--- src/verilog/rtacr_pkg.sv ---
// shared constants of the radio trim and frequency-correction register bank
package rtacr_pkg;
    // register indices; byte address is four times the index
    localparam logic [9:0] IDX_BW_TRIM4  = 10'h3d6;
    localparam logic [9:0] IDX_BW_SEL    = 10'h3d7;
    localparam logic [9:0] IDX_CFG13     = 10'h3e0;
    localparam logic [9:0] IDX_PAD       = 10'h3e3;
    localparam logic [9:0] IDX_SUPPLY    = 10'h3e6;
    localparam logic [9:0] IDX_TONE      = 10'h3f0;
    localparam logic [9:0] IDX_PRE_QUAL  = 10'h3f3;
    localparam logic [9:0] IDX_DELIM     = 10'h3f4;
    localparam logic [9:0] IDX_FC_CFG    = 10'h3f7;
    localparam logic [9:0] IDX_FC_GAINS  = 10'h3f8;
    localparam logic [9:0] IDX_FC_LIMIT  = 10'h3f9;
    localparam logic [9:0] IDX_FC_READ   = 10'h3fa;
    localparam logic [9:0] IDX_IRQ_STAT  = 10'h3fc;
    localparam logic [9:0] IDX_IRQ_EN    = 10'h3fd;
    localparam logic [9:0] IDX_IRQ_CLR   = 10'h3fe;
    // values after reset
    localparam logic [7:0] RST_BW_TRIM4  = 8'h02;
    localparam logic [7:0] RST_BW_SEL    = 8'h00;
    localparam logic [7:0] RST_CFG13     = 8'hf2;
    localparam logic [7:0] RST_PAD       = 8'h00;
    localparam logic [7:0] RST_SUPPLY    = 8'h00;
    localparam logic [7:0] RST_TONE      = 8'h20;
    localparam logic [7:0] RST_PRE_QUAL  = 8'h05;
    localparam logic [7:0] RST_DELIM     = 8'ha7;
    localparam logic [7:0] RST_FC_CFG    = 8'h00;
    localparam logic [7:0] RST_FC_GAINS  = 8'h00;
    localparam logic [7:0] RST_FC_LIMIT  = 8'h00;
    localparam logic [7:0] RST_FC_READ   = 8'h00;
    // field positions
    localparam int SECOND_ORDER_BIT = 1;
    localparam int TONE_ZERO_BIT    = 3;
    localparam int TONE_ONE_BIT     = 2;
    localparam int TONE_CARRIER_BIT = 1;
    localparam int FC_POL_BIT       = 2;
    // interrupt event bits
    localparam int EV_LOW_SUPPLY = 0;
    localparam int EV_PRE_VALID  = 1;
    localparam int EV_DELIM      = 2;
    localparam int NUM_EV        = 3;
    // frequency-correction modes
    localparam logic [1:0] FC_HOLD     = 2'h0;
    localparam logic [1:0] FC_FREE     = 2'h2;
    localparam logic [1:0] FC_LOCK_PRE = 2'h3;
    // fixed gains used in 802.15.4 operation, integrator fraction bits
    localparam logic [3:0] FIX_PROP_GAIN  = 4'h0;
    localparam logic [3:0] FIX_INTEG_GAIN = 4'h1;
    localparam int         PI_FRAC        = 3;
    typedef enum logic [2:0] {
        RTACR_HUNT  = 3'b001,
        RTACR_WAIT1 = 3'b010,
        RTACR_WAIT2 = 3'b100
    } rtacr_state_t;
endpackage

--- src/verilog/rtacr_regs.sv ---
// radio trim, pad, supply monitor, test tone, preamble/delimiter, freq corr
//
// Contract
// RULE_01: host sets trim four to 30 for GFSK/FSK, leaves 2 for 802.15.4.
// RULE_02: host clears bandwidth select and second-order enable for GFSK/FSK.
// RULE_03: host writes reserved fields with their defaults on every write.
// RULE_04: pad edge-rate codes: 0 very slow, 1 slow, 2 very fast, 3 fast.
// RULE_05: pad drive codes: 0 4 mA, 1 8 mA, 2 above 8 mA, 3 reserved.
// RULE_06: low-supply event when battery below 1.7 V plus 62 mV per code.
// RULE_07: zero-only bit in bitstream mode sends constant zero.
// RULE_08: one-only bit in bitstream mode sends constant one.
// RULE_09: carrier bit sends unmodulated tone at channel frequency.
// RULE_10: preamble valid once counted bytes reach seven-bit count, reset 5.
// RULE_11: frame delimiter from two four-bit symbols, resets 7 and 10.
// RULE_12: mode 00 holds, 10 runs free, 11 locks on preamble, 01 reserved.
// RULE_13: host sets correction polarity bit to one.
// RULE_14: proportional gain used in GFSK, ignored in 802.15.4.
// RULE_15: integral gain used in GFSK, ignored in 802.15.4.
// RULE_16: correction limited to plus or minus range value in kHz.
// RULE_17: measured frequency error read back at 1 kHz per bit.
// RULE_18: low-supply event reaches interrupt only when enabled.
// RULE_19: error readback updated continuously while the loop is active.
module rtacr_regs (
    input  wire logic               clk,
    input  wire logic               arst_n,
    input  wire logic               psel,
    input  wire logic               penable,
    input  wire logic               pwrite,
    input  wire logic [11:0]        paddr,
    input  wire logic [31:0]        pwdata,
    input  wire logic [3:0]         pstrb,
    output logic      [31:0]        prdata,
    output logic                    pready,
    output logic                    pslverr,
    output logic                    irq,
    input  wire logic               gfsk_mode,
    input  wire logic               battery_supply_low,
    output logic      [4:0]         trip_code,
    output logic      [4:0]         loop_bandwidth_trim_four,
    output logic      [4:0]         loop_bandwidth_choice,
    output logic                    loop_second_order_en,
    output logic      [1:0]         pad_edge_rank,
    output logic      [1:0]         pad_drive_code,
    input  wire logic               serial_bitstream_mode,
    input  wire logic               tx_bit_in,
    output logic                    tx_data_out,
    output logic                    tx_carrier_only,
    input  wire logic               rx_pre_byte,
    input  wire logic               rx_pre_break,
    input  wire logic               rx_sym_valid,
    input  wire logic [3:0]         rx_sym,
    output logic                    preamble_valid,
    output logic                    delim_found,
    output logic      [7:0]         delim_symbols,
    input  wire logic               fc_err_valid,
    input  wire logic signed [7:0]  fc_err_in,
    output logic signed [8:0]       fc_corr
);
    // =========================================================
    // state
    typedef struct packed {
        logic [7:0]                 bw4;
        logic [7:0]                 bws;
        logic [7:0]                 cfg13;
        logic [7:0]                 pad;
        logic [7:0]                 supply;
        logic [7:0]                 tone;
        logic [7:0]                 preq;
        logic [7:0]                 delim;
        logic [7:0]                 fcfg;
        logic [7:0]                 gains;
        logic [7:0]                 limit;
        logic [7:0]                 fread;
        logic [rtacr_pkg::NUM_EV-1:0] ist;
        logic [rtacr_pkg::NUM_EV-1:0] ien;
        logic                       irq;
        logic                       pready;
        logic                       pslverr;
        logic [31:0]                prdata;
        logic                       b_s1;
        logic                       b_s2;
        logic                       b_prev;
        logic [6:0]                 pcnt;
        rtacr_pkg::rtacr_state_t    st;
        logic                       pre_valid;
        logic                       dfound;
        logic                       locked;
        logic signed [13:0]         integ;
        logic signed [8:0]          corr;
        logic                       tx_data;
        logic                       carrier;
        logic [1:0]                 erank;
        logic [1:0]                 drv;
    } rtacr_s_t;

    rtacr_s_t s;
    rtacr_s_t next_s;

    // =========================================================
    // next-state logic
    always_comb begin
        logic                       acc;
        logic                       hit;
        logic [9:0]                 idx;
        logic [7:0]                 rd;
        logic [rtacr_pkg::NUM_EV-1:0] ev;
        logic [rtacr_pkg::NUM_EV-1:0] clr;
        logic                       active;
        logic [3:0]                 kp;
        logic [3:0]                 ki;
        logic signed [8:0]          e9;
        logic signed [13:0]         lim;
        logic signed [13:0]         ip;
        logic signed [14:0]         sum;
        logic signed [11:0]         raw;
        logic signed [11:0]         rl;
        acc = psel & penable;
        hit = 1'b0;
        idx = paddr[11:2];
        rd = 8'h00;
        ev = '0;
        clr = '0;
        next_s = s;
        next_s.dfound = 1'b0;
        active = 1'b0;
        kp = 4'h0;
        ki = 4'h0;
        e9 = '0;
        lim = '0;
        ip = '0;
        sum = '0;
        raw = '0;
        rl = '0;

        // apb: one wait state, write lands on the edge that sees pready
        case (idx)
            rtacr_pkg::IDX_BW_TRIM4: begin hit = 1'b1; rd = s.bw4; end
            rtacr_pkg::IDX_BW_SEL:   begin hit = 1'b1; rd = s.bws; end
            rtacr_pkg::IDX_CFG13:    begin hit = 1'b1; rd = s.cfg13; end
            rtacr_pkg::IDX_PAD:      begin hit = 1'b1; rd = s.pad; end
            rtacr_pkg::IDX_SUPPLY:   begin hit = 1'b1; rd = s.supply; end
            rtacr_pkg::IDX_TONE:     begin hit = 1'b1; rd = s.tone; end
            rtacr_pkg::IDX_PRE_QUAL: begin hit = 1'b1; rd = s.preq; end
            rtacr_pkg::IDX_DELIM:    begin hit = 1'b1; rd = s.delim; end
            rtacr_pkg::IDX_FC_CFG:   begin hit = 1'b1; rd = s.fcfg; end
            rtacr_pkg::IDX_FC_GAINS: begin hit = 1'b1; rd = s.gains; end
            rtacr_pkg::IDX_FC_LIMIT: begin hit = 1'b1; rd = s.limit; end
            rtacr_pkg::IDX_FC_READ:  begin hit = 1'b1; rd = s.fread; end
            rtacr_pkg::IDX_IRQ_STAT: begin hit = 1'b1; rd = {5'h00, s.ist}; end
            rtacr_pkg::IDX_IRQ_EN:   begin hit = 1'b1; rd = {5'h00, s.ien}; end
            rtacr_pkg::IDX_IRQ_CLR:  begin hit = 1'b1; rd = 8'h00; end
            default:                 begin hit = 1'b0; rd = 8'h00; end
        endcase
        if (paddr[1:0] != 2'h0) begin
            hit = 1'b0;
        end
        if (acc && s.pready) begin
            next_s.pready = 1'b0;
            next_s.pslverr = 1'b0;
            next_s.prdata = 32'h0000_0000;
            // all eight bits of config registers stored, reserved fields kept as written [RULE_03]
            if (pwrite && pstrb[0] && hit) begin
                case (idx)
                    rtacr_pkg::IDX_BW_TRIM4: next_s.bw4 = pwdata[7:0];
                    rtacr_pkg::IDX_BW_SEL:   next_s.bws = pwdata[7:0];
                    rtacr_pkg::IDX_CFG13:    next_s.cfg13 = pwdata[7:0];
                    rtacr_pkg::IDX_PAD:      next_s.pad = pwdata[7:0];
                    rtacr_pkg::IDX_SUPPLY:   next_s.supply = pwdata[7:0];
                    rtacr_pkg::IDX_TONE:     next_s.tone = pwdata[7:0];
                    rtacr_pkg::IDX_PRE_QUAL: next_s.preq = pwdata[7:0];
                    rtacr_pkg::IDX_DELIM:    next_s.delim = pwdata[7:0];
                    rtacr_pkg::IDX_FC_CFG:   next_s.fcfg = pwdata[7:0];
                    rtacr_pkg::IDX_FC_GAINS: next_s.gains = pwdata[7:0];
                    rtacr_pkg::IDX_FC_LIMIT: next_s.limit = pwdata[7:0];
                    rtacr_pkg::IDX_FC_READ:  next_s.fread = pwdata[7:0];
                    rtacr_pkg::IDX_IRQ_EN:
                        next_s.ien = pwdata[rtacr_pkg::NUM_EV-1:0];
                    rtacr_pkg::IDX_IRQ_CLR:
                        clr = pwdata[rtacr_pkg::NUM_EV-1:0];
                    default: next_s.pslverr = 1'b0;
                endcase
            end
        end else if (acc) begin
            next_s.pready = 1'b1;
            next_s.pslverr = ~hit;
            next_s.prdata = pwrite ? 32'h0000_0000 : {24'h00_0000, rd};
        end else begin
            next_s.pready = 1'b0;
            next_s.pslverr = 1'b0;
        end

        // =====================================================
        // battery comparator level, synchronised
        next_s.b_s1 = battery_supply_low;
        next_s.b_s2 = s.b_s1;
        next_s.b_prev = s.b_s2;
        ev[rtacr_pkg::EV_LOW_SUPPLY] = s.b_s2 & ~s.b_prev; // [RULE_06]

        // =====================================================
        // pad decode: rank 0 slowest .. 3 fastest
        case (next_s.pad[3:2]) // [RULE_04]
            2'h0:    next_s.erank = 2'h0;
            2'h1:    next_s.erank = 2'h1;
            2'h2:    next_s.erank = 2'h3;
            default: next_s.erank = 2'h2;
        endcase
        // reserved drive code falls back to the weakest setting
        next_s.drv = (next_s.pad[1:0] == 2'h3) ? 2'h0
                                               : next_s.pad[1:0]; // [RULE_05]

        // =====================================================
        // test tones; zero-only wins if both tone bits are set
        if (serial_bitstream_mode &&
            s.tone[rtacr_pkg::TONE_ZERO_BIT]) begin
            next_s.tx_data = 1'b0; // [RULE_07]
        end else if (serial_bitstream_mode &&
                     s.tone[rtacr_pkg::TONE_ONE_BIT]) begin
            next_s.tx_data = 1'b1; // [RULE_08]
        end else begin
            next_s.tx_data = tx_bit_in;
        end
        next_s.carrier = s.tone[rtacr_pkg::TONE_CARRIER_BIT]; // [RULE_09]

        // =====================================================
        // preamble qualification and delimiter hunt
        if (rx_pre_break) begin
            next_s.pcnt = 7'h00;
            next_s.st = rtacr_pkg::RTACR_HUNT;
        end else begin
            if (rx_pre_byte && s.pcnt != 7'h7f) begin
                next_s.pcnt = s.pcnt + 7'h01; // [RULE_10]
            end
            case (s.st)
                rtacr_pkg::RTACR_HUNT: begin
                    if (s.pre_valid) begin
                        next_s.st = rtacr_pkg::RTACR_WAIT1;
                    end
                end
                rtacr_pkg::RTACR_WAIT1: begin
                    if (rx_sym_valid && rx_sym == s.delim[3:0]) begin
                        next_s.st = rtacr_pkg::RTACR_WAIT2; // [RULE_11]
                    end
                end
                rtacr_pkg::RTACR_WAIT2: begin
                    if (rx_sym_valid && rx_sym == s.delim[7:4]) begin
                        next_s.dfound = 1'b1; // [RULE_11]
                        next_s.pcnt = 7'h00;
                        next_s.st = rtacr_pkg::RTACR_HUNT;
                    end else if (rx_sym_valid &&
                                 rx_sym != s.delim[3:0]) begin
                        next_s.st = rtacr_pkg::RTACR_WAIT1;
                    end
                end
                default: next_s.st = rtacr_pkg::RTACR_HUNT;
            endcase
        end
        next_s.pre_valid = (next_s.pcnt >= s.preq[6:0]); // [RULE_10]
        ev[rtacr_pkg::EV_PRE_VALID] = next_s.pre_valid & ~s.pre_valid;
        ev[rtacr_pkg::EV_DELIM] = next_s.dfound;

        // =====================================================
        // frequency-correction pi loop
        if (s.fcfg[1:0] != rtacr_pkg::FC_LOCK_PRE || rx_pre_break) begin
            next_s.locked = 1'b0;
        end else if (s.pre_valid) begin
            next_s.locked = 1'b1; // [RULE_12]
        end
        // reserved mode 01 behaves as hold
        active = (s.fcfg[1:0] == rtacr_pkg::FC_FREE) ||
                 (s.fcfg[1:0] == rtacr_pkg::FC_LOCK_PRE &&
                  !s.locked); // [RULE_12]
        kp = gfsk_mode ? s.gains[7:4]
                       : rtacr_pkg::FIX_PROP_GAIN; // [RULE_14]
        ki = gfsk_mode ? s.gains[3:0]
                       : rtacr_pkg::FIX_INTEG_GAIN; // [RULE_15]
        // nine bits so that negating -128 cannot overflow
        e9 = s.fcfg[rtacr_pkg::FC_POL_BIT] ? -9'(fc_err_in)
                                           : 9'(fc_err_in);
        lim = 14'({s.limit, 3'b000});
        ip = s.integ;
        if (active && fc_err_valid) begin
            ip = s.integ + 14'(e9 * $signed({1'b0, ki})); // [RULE_15]
            // clamping the integrator stops wind-up past the range
            if (ip > lim) begin
                ip = lim;
            end else if (ip < -lim) begin
                ip = -lim;
            end
            next_s.integ = ip;
            sum = 15'(ip) + 15'(e9 * $signed({1'b0, kp})); // [RULE_14]
            raw = 12'(sum >>> rtacr_pkg::PI_FRAC);
        end else begin
            raw = 12'(s.corr);
        end
        // clamp also applies while holding, so a lowered range bites
        rl = 12'({s.limit});
        if (raw > rl) begin
            raw = rl;
        end else if (raw < -rl) begin
            raw = -rl;
        end
        next_s.corr = 9'(raw); // [RULE_16]
        if (active && fc_err_valid) begin
            next_s.fread = fc_err_in; // [RULE_17] [RULE_19]
        end

        // =====================================================
        // interrupts: set wins over clear
        next_s.ist = (s.ist & ~clr) | ev;
        next_s.irq = |(next_s.ist & next_s.ien); // [RULE_18]
    end

    always_ff @(posedge clk or negedge arst_n) begin
        if (!arst_n) begin
            s <= '0;
            s.bw4 <= rtacr_pkg::RST_BW_TRIM4;
            s.bws <= rtacr_pkg::RST_BW_SEL;
            s.cfg13 <= rtacr_pkg::RST_CFG13;
            s.pad <= rtacr_pkg::RST_PAD;
            s.supply <= rtacr_pkg::RST_SUPPLY;
            s.tone <= rtacr_pkg::RST_TONE;
            s.preq <= rtacr_pkg::RST_PRE_QUAL;
            s.delim <= rtacr_pkg::RST_DELIM;
            s.fcfg <= rtacr_pkg::RST_FC_CFG;
            s.gains <= rtacr_pkg::RST_FC_GAINS;
            s.limit <= rtacr_pkg::RST_FC_LIMIT;
            s.fread <= rtacr_pkg::RST_FC_READ;
            s.st <= rtacr_pkg::RTACR_HUNT;
        end else begin
            s <= next_s;
        end
    end

    // =========================================================
    // outputs
    assign prdata = s.prdata;
    assign pready = s.pready;
    assign pslverr = s.pslverr;
    assign irq = s.irq;
    assign trip_code = s.supply[4:0]; // [RULE_06]
    assign loop_bandwidth_trim_four = s.bw4[4:0];
    assign loop_bandwidth_choice = s.bws[4:0];
    assign loop_second_order_en = s.cfg13[rtacr_pkg::SECOND_ORDER_BIT];
    assign pad_edge_rank = s.erank;
    assign pad_drive_code = s.drv;
    assign tx_data_out = s.tx_data;
    assign tx_carrier_only = s.carrier;
    assign preamble_valid = s.pre_valid;
    assign delim_found = s.dfound;
    assign delim_symbols = s.delim; // [RULE_11]
    assign fc_corr = s.corr;
endmodule

--- config.mk ---
export PLATFORM = sky130hd
export DESIGN_NAME = rtacr_regs
export DESIGN_NICKNAME = d
export VERILOG_FILES = /design/src/verilog/rtacr_pkg.sv /design/src/verilog/rtacr_regs.sv
export SDC_FILE = /design/constraint.sdc
export NUM_CORES = 1
export LEC_CHECK = 0
export ABC_AREA = 1
export BUFFER_PORTS_ARGS = -buffer_cell sky130_fd_sc_hd__buf_2
export CAP_MARGIN = 20
export CORE_AREA = 2 2 196 198
export CTS_BUF_LIST = sky130_fd_sc_hd__clkbuf_8 sky130_fd_sc_hd__clkbuf_16
export CTS_CLUSTER_DIAMETER = 50
export DETAILED_ROUTE_END_ITERATION = 6
export DIE_AREA = 0 0 198 200
export PLACE_DENSITY_LB_ADDON = 0.3
export SYNTH_ARGS = -nofsm -noshare
export SYNTH_HDL_FRONTEND = slang
export SYNTH_SLANG_ARGS = --single-unit
export TNS_END_PERCENT = 50
--- constraint.sdc ---
create_clock -name clk -period 13.5 [get_ports clk]
set_input_delay 3.375 -clock clk [delete_from_list [all_inputs] [get_ports clk]]
set_output_delay 3.375 -clock clk [all_outputs]
set_load 0.03 [all_outputs]
Word level (Yosys, flattened, before mapping)
Cells that the tools add are included.
{"block": "word_totals", "out_inout_bits": 76, "regBits": 182, "wordCells": 175, "in_bits": 73}
{"block": "op_classes", "n_eq_ne": 31, "reduce_logical": 36, "mul": 2, "magnitude_cmp": 5, "addsub": 6, "bitwise": 10, "mux": 52}
{"cell": "$eq A10 B10 Y1 const B", "n": 15}
{"cell": "$mux W68", "n": 2}
{"cell": "$pmux W8 S14", "n": 1}
{"cell": "$mux W8", "n": 10}
{"cell": "$mux W14", "n": 3}
{"cell": "$reduce_and A3 Y1", "n": 13}
{"cell": "$mux W34", "n": 1}
{"cell": "$mux W32", "n": 1}
{"cell": "$mux W3", "n": 10}
{"cell": "$mul A9 B5 Y14", "n": 2}
{"cell": "$mux W9", "n": 3}
{"cell": "$mux W7", "n": 3}
{"cell": "$add A14 B14 Y15", "n": 1}
{"cell": "$reduce_or A15 Y1", "n": 1}
{"cell": "$add A14 B14 Y14", "n": 1}
{"cell": "$gt A14 B12 Y1", "n": 1}
{"cell": "$lt A14 B14 Y1", "n": 1}
{"cell": "$neg A11 Y14", "n": 1}
{"cell": "$gt A12 B9 Y1", "n": 1}
{"cell": "$lt A12 B12 Y1", "n": 1}
{"cell": "$mux W12", "n": 1}
{"cell": "$mux W4", "n": 3}
{"cell": "$neg A8 Y12", "n": 1}
{"cell": "$reduce_bool A2 Y1", "n": 6}
{"cell": "29 further kinds", "n": 59}

Longest topological paths before layout
{"block": "depth", "word_depth": 13, "ltp_mapped": 71, "mapped_depth_nobuf": 69}

Worst setup path after synthesis
OpenSTA, ideal clock, no wires.
{"block": "synth_timing", "path_kind": "input to register", "startpoint": "in fc_err_in[0]", "endpoint": "reg s (netlist bit fc_corr[3])", "t_arrival_ns": 13.521, "n_path_buf": 3, "stages": 66, "setup_time_ns": 0.117, "required_ns": 13.383, "setup_slack_ns": -0.138, "cell_sequence": "clkinv_1 -> ha_1 -> inv_1 -> nor3_1 -> inv_1 -> nor3_1 -> inv_1 -> o211ai_1 -> o21ai_0 -> inv_1 -> nor2_1 -> inv_1 -> fa_1 -> inv_1 -> fa_1 -> inv_1 -> fa_1 -> inv_1 -> [... 30 more ...] -> a21oi_1 -> and2_1 -> o21ai_0 -> nand2_1 -> clkbuf_1 -> inv_1 -> ha_1 -> a21oi_1 -> o21ai_0 -> a221oi_1 -> nand2_1 -> o21ai_1 -> inv_1 -> clkbuf_1 -> nand2_1 -> o21ai_0 -> nand2_1 -> nand2_1"}
{"element": "start: declaration", "line": "rtacr_regs.sv:56", "rtl": "input wire logic signed [7:0] fc_err_in,"}
{"element": "end signal: assignment", "line": "rtacr_regs.sv:330", "rtl": "s <= next_s;"}
{"element": "end: declaration", "line": "rtacr_regs.sv:96", "rtl": "rtacr_s_t s;"}

==> flow_summary.toml <==
[run_status]
run_status = "completed"

[critical_path]
startpoint = "fc_err_in[0]"
worst_path_cell_with_the_longest_stage_delay = "fa_1"
critPathMostFrequentCell = "nand2_1"
setup.reg_to_reg.worst_slack_ns = 3.25
worst-setup-path-type = "in2reg"
worst-path-max-fanout = 6
arrival_ns = 13.40
endpoint_type_of_the_worst_setup_path = "flip-flop"
max_stage_delay_ns = 0.54
worst-endpoint-required_ns = 13.83
critPathLaunchType = "primary input"
reg2regPathDepth = 56
worst_r2r_startpoint = "s[112]$_DFFE_PN0P_"
regToRegEndpoint = "fc_corr[4]$_DFF_PN0_"
cp-endpoint = "fc_corr[4]$_DFF_PN0_"

[layout]
filler_cell_count = 3794
most-common-layout-cells = "342 x nand2_1, 261 x inv_1, 161 x buf_4"
finalCoreUtilization_pct = 42.7
final_nets = 2105
commonest_non_fill_non_tap_cell_in_the_layout = "nand2_1"
area_growth_pct = 23.0
count_of_antenna_diodes_in_the_layout = 0
drive_gt1_share_pct = 25.0
area.sequential_um2 = 3970
count_of_non_filler_cells_in_the_finished_layout = 2388
multi_input_area_um2 = 7950

[logic_synthesis]
muxShareOfSynthArea_pct = 0
yosys.area.top_type = "dfrtp_1"
synth_edf_count = 0
synth_fa_ha_area_share_pct = 19.9
synth_seq_cells = 158
post_synth_xor_area_fraction_pct = 2.36
async_reset_ff_share_pct = 100
synth_area_leaders = "dfrtp_1 28%, nand2_1 11%, ha_1 10%"
synthesis.instances = 1660
yosys.area_share.simple_pct = 20.3
main_combinational_cell_family_by_area_after_synthesis = "simple AND/OR/NAND/NOR gates"
synth.yosys.warnings = 0
synth.distinct_cells = 58
synth_top_cell_area_share_pct = 27.6
synth_area_um2 = 13000
synthesis.area_per_instance_um2 = 7.82
seq_area_frac_synth_pct = 30.6
area_fraction_in_compound_gates_after_synthesis_pct = 13.3
synth_ff_type = "dfrtp_1"

[clocking]
holdBufCountCts = 0
clk_latency_ns = 0.45
clock_slew_seen_by_the_registers_of_the_worst_setup_and_hold_paths_ns = 0.07
clock_tree.buffer_depth = 2
cts_sinks = 158
cts_htree_levels = 4
clk_root_buffer_cell = "clkbuf_16"
numCtsBuffers = 17
tritoncts = "built"

[timing]
final.period_utilization_pct = 96.8
setup_viol = 0
clock.fmax_mhz = 76.5
tns_ns = 0
max_slew_margin_pct = 35.9
setup_ws_ns = 0.434
post-route-min-period_ns = 13.07
final-hold-violation-count = 0
fin_worst_skew_ns = 0.0127
worst-slew-pin-transition_ns = 0.962
timing.final.max_slew_violations = 0

[power]
totalPowerFinal_mw = 1.31
powerDensity_nw_per_um2 = 82.3
max-vdd-ir-drop_uv = 93.0
total_leakage_power_nw = 8.11

[detailed_routing]
drt.antenna.violating_nets = 0
post_drt_via_cell_ratio = 4.94
detail_route.iter0.violations = 846
dr.pass1.iters = 5
drcViolationCount = 0
vias = 11800
wire_per_inst_um = 17.1
drt-total-wl_mm = 40.9

[floorplanning]
floorplan_die_height_um = 200
floorplan.initialDensity_pct = 34.7
placementRows = 71
floorplan.die_area_um2 = 39600
chipWidth_um = 198
core_um2 = 37400
num_io_pins = 149

[global_routing]
global_route.usage.total_pct = 21.1
grt_start_max_net_pins = 95
total_global_routing_overflow = 0
wire_length_of_the_first_global_routing_pass_mm = 63.4
antenna_found_initial = 1
first_global_vias = 11700

[placement]
dp_slack_ns = -0.744
gp_congestion = 0.905
buffer_ports.inserted = 97
placed_cells_incl_taps = 2341
hpwlAfterDp_mm = 31.5

[hold_path]
min_path_type = "reg2reg"

[flow_run]
max_cap_violations = 0
-- power by group --
group          leakage (nW)  switching (mW)  total [mW]  internal, mW
Combinational          5.80           0.205       0.360         0.155
Clock                 0.269           0.230       0.471         0.241
Sequential             2.05         0.00308       0.482         0.479
Total                  8.11           0.438        1.31         0.875
-- worst max-delay path: cells and delay by family --
kind,cells,cell delay [ns]
buffers and inverters,20,1.90
adders and majority gates,11,3.97
AOI/OAI and AO/OA,13,1.80
and+or+nand+nor,24,2.34
-- cell usage after synthesis (15+ instances only) --
| cell type | count |
|---|---|
| nor2_1 | 122 |
| nand3_1 | 55 |
| o21ai_0 | 120 |
| inv_1 | 278 |
| a21oi_1 | 39 |
| xnor2_1 | 21 |
| clkbuf_1 | 22 |
| a221oi_1 | 20 |
| nor3_1 | 17 |
| fa_1 | 64 |
| ha_1 | 104 |
| o21ai_1 | 42 |
| nand4_1 | 20 |
| dfstp_2 | 15 |
| nand2_1 | 368 |
| dfrtp_1 | 143 |
| buf_4 | 68 |
-- worst min-delay path by stage --
stage | startpoint | endpoint | slack, ns | depth (start not counted)
3_3_place_gp | next_s[43]$_DFF_PN0_ | next_s[42]$_DFF_PN0_ | 0.34 | 0
3_5_place_dp | next_s[43]$_DFF_PN0_ | next_s[42]$_DFF_PN0_ | 0.34 | 0
2_1_floorplan | next_s[43]$_DFF_PN0_ | next_s[42]$_DFF_PN0_ | 0.33 | 0
5_1_grt | next_s[43]$_DFF_PN0_ | next_s[42]$_DFF_PN0_ | 0.37 | 0
4_1_cts | next_s[43]$_DFF_PN0_ | next_s[42]$_DFF_PN0_ | 0.35 | 0
6_report | next_s[43]$_DFF_PN0_ | next_s[42]$_DFF_PN0_ | 0.35 | 0
-- state kept, by name, summed over array words and instances (netlist names) --
register,count
delim_found,1
delim_symbols,8
fc_corr,9
irq,1
loop_bandwidth_choice,5
loop_bandwidth_trim_four,5
loop_second_order_en,1
next_s,3
pad_drive_code,2
pad_edge_rank,2
prdata,8
pready,1
preamble_valid,1
pslverr,1
s,103
trip_code,5
tx_carrier_only,1
tx_data_out,1
-- kinds of logic after synthesis --
family                     Yosys count
buffers and inverters              388
DFF                                158
other                                1
AOI/OAI and AO/OA                  290
xor gates and xnor gates            35
and+or+nand+nor                    620
adders and majority gates          168
-- cell type report --
cell class              instances  share of cell area [%]
inverters                     287                    6.81
multi-input cells            1137                    49.8
clock buffers                  17                    2.66
well taps                     511                    4.00
clock inverters                15                   0.768
flip-flops and latches        158                    24.9
repair inverters                1                  0.0470
repair buffers                262                    11.0
-- per-layer routing --
layer / global-route usage (%) / share of wire, % / vias to the layer above
met5: 0 / 0 / -
met4: 7.77 / 3.1 / 0
met3: 3.14 / 5.3 / 78
met2: 35.9 / 49 / 361
met1: 27.2 / 43 / 5665
li1: - / - / 5681
-- metrics by stage --
| step | cell area [um^2] | hold WS [ns] |
|---|---|---|
| 3_5_place_dp | 14700 | 0.338 |
| 5_1_grt | 16000 | 0.370 |
| 4_1_cts | 15200 | 0.354 |
| 3_3_place_gp | 14700 | 0.339 |
| 6_report | 16000 | 0.351 |
| 2_1_floorplan | 13100 | 0.331 |
-- what timing repair did --
item,4_1_cts,5_1_grt
buffers inserted,0,15
pin swaps,0,73
hold endpoints to repair,0,0
gates cloned,0,1
gates resized for setup,9,162
endpoints found under the setup margin,9,9
(Power assumes the default switching activity.)
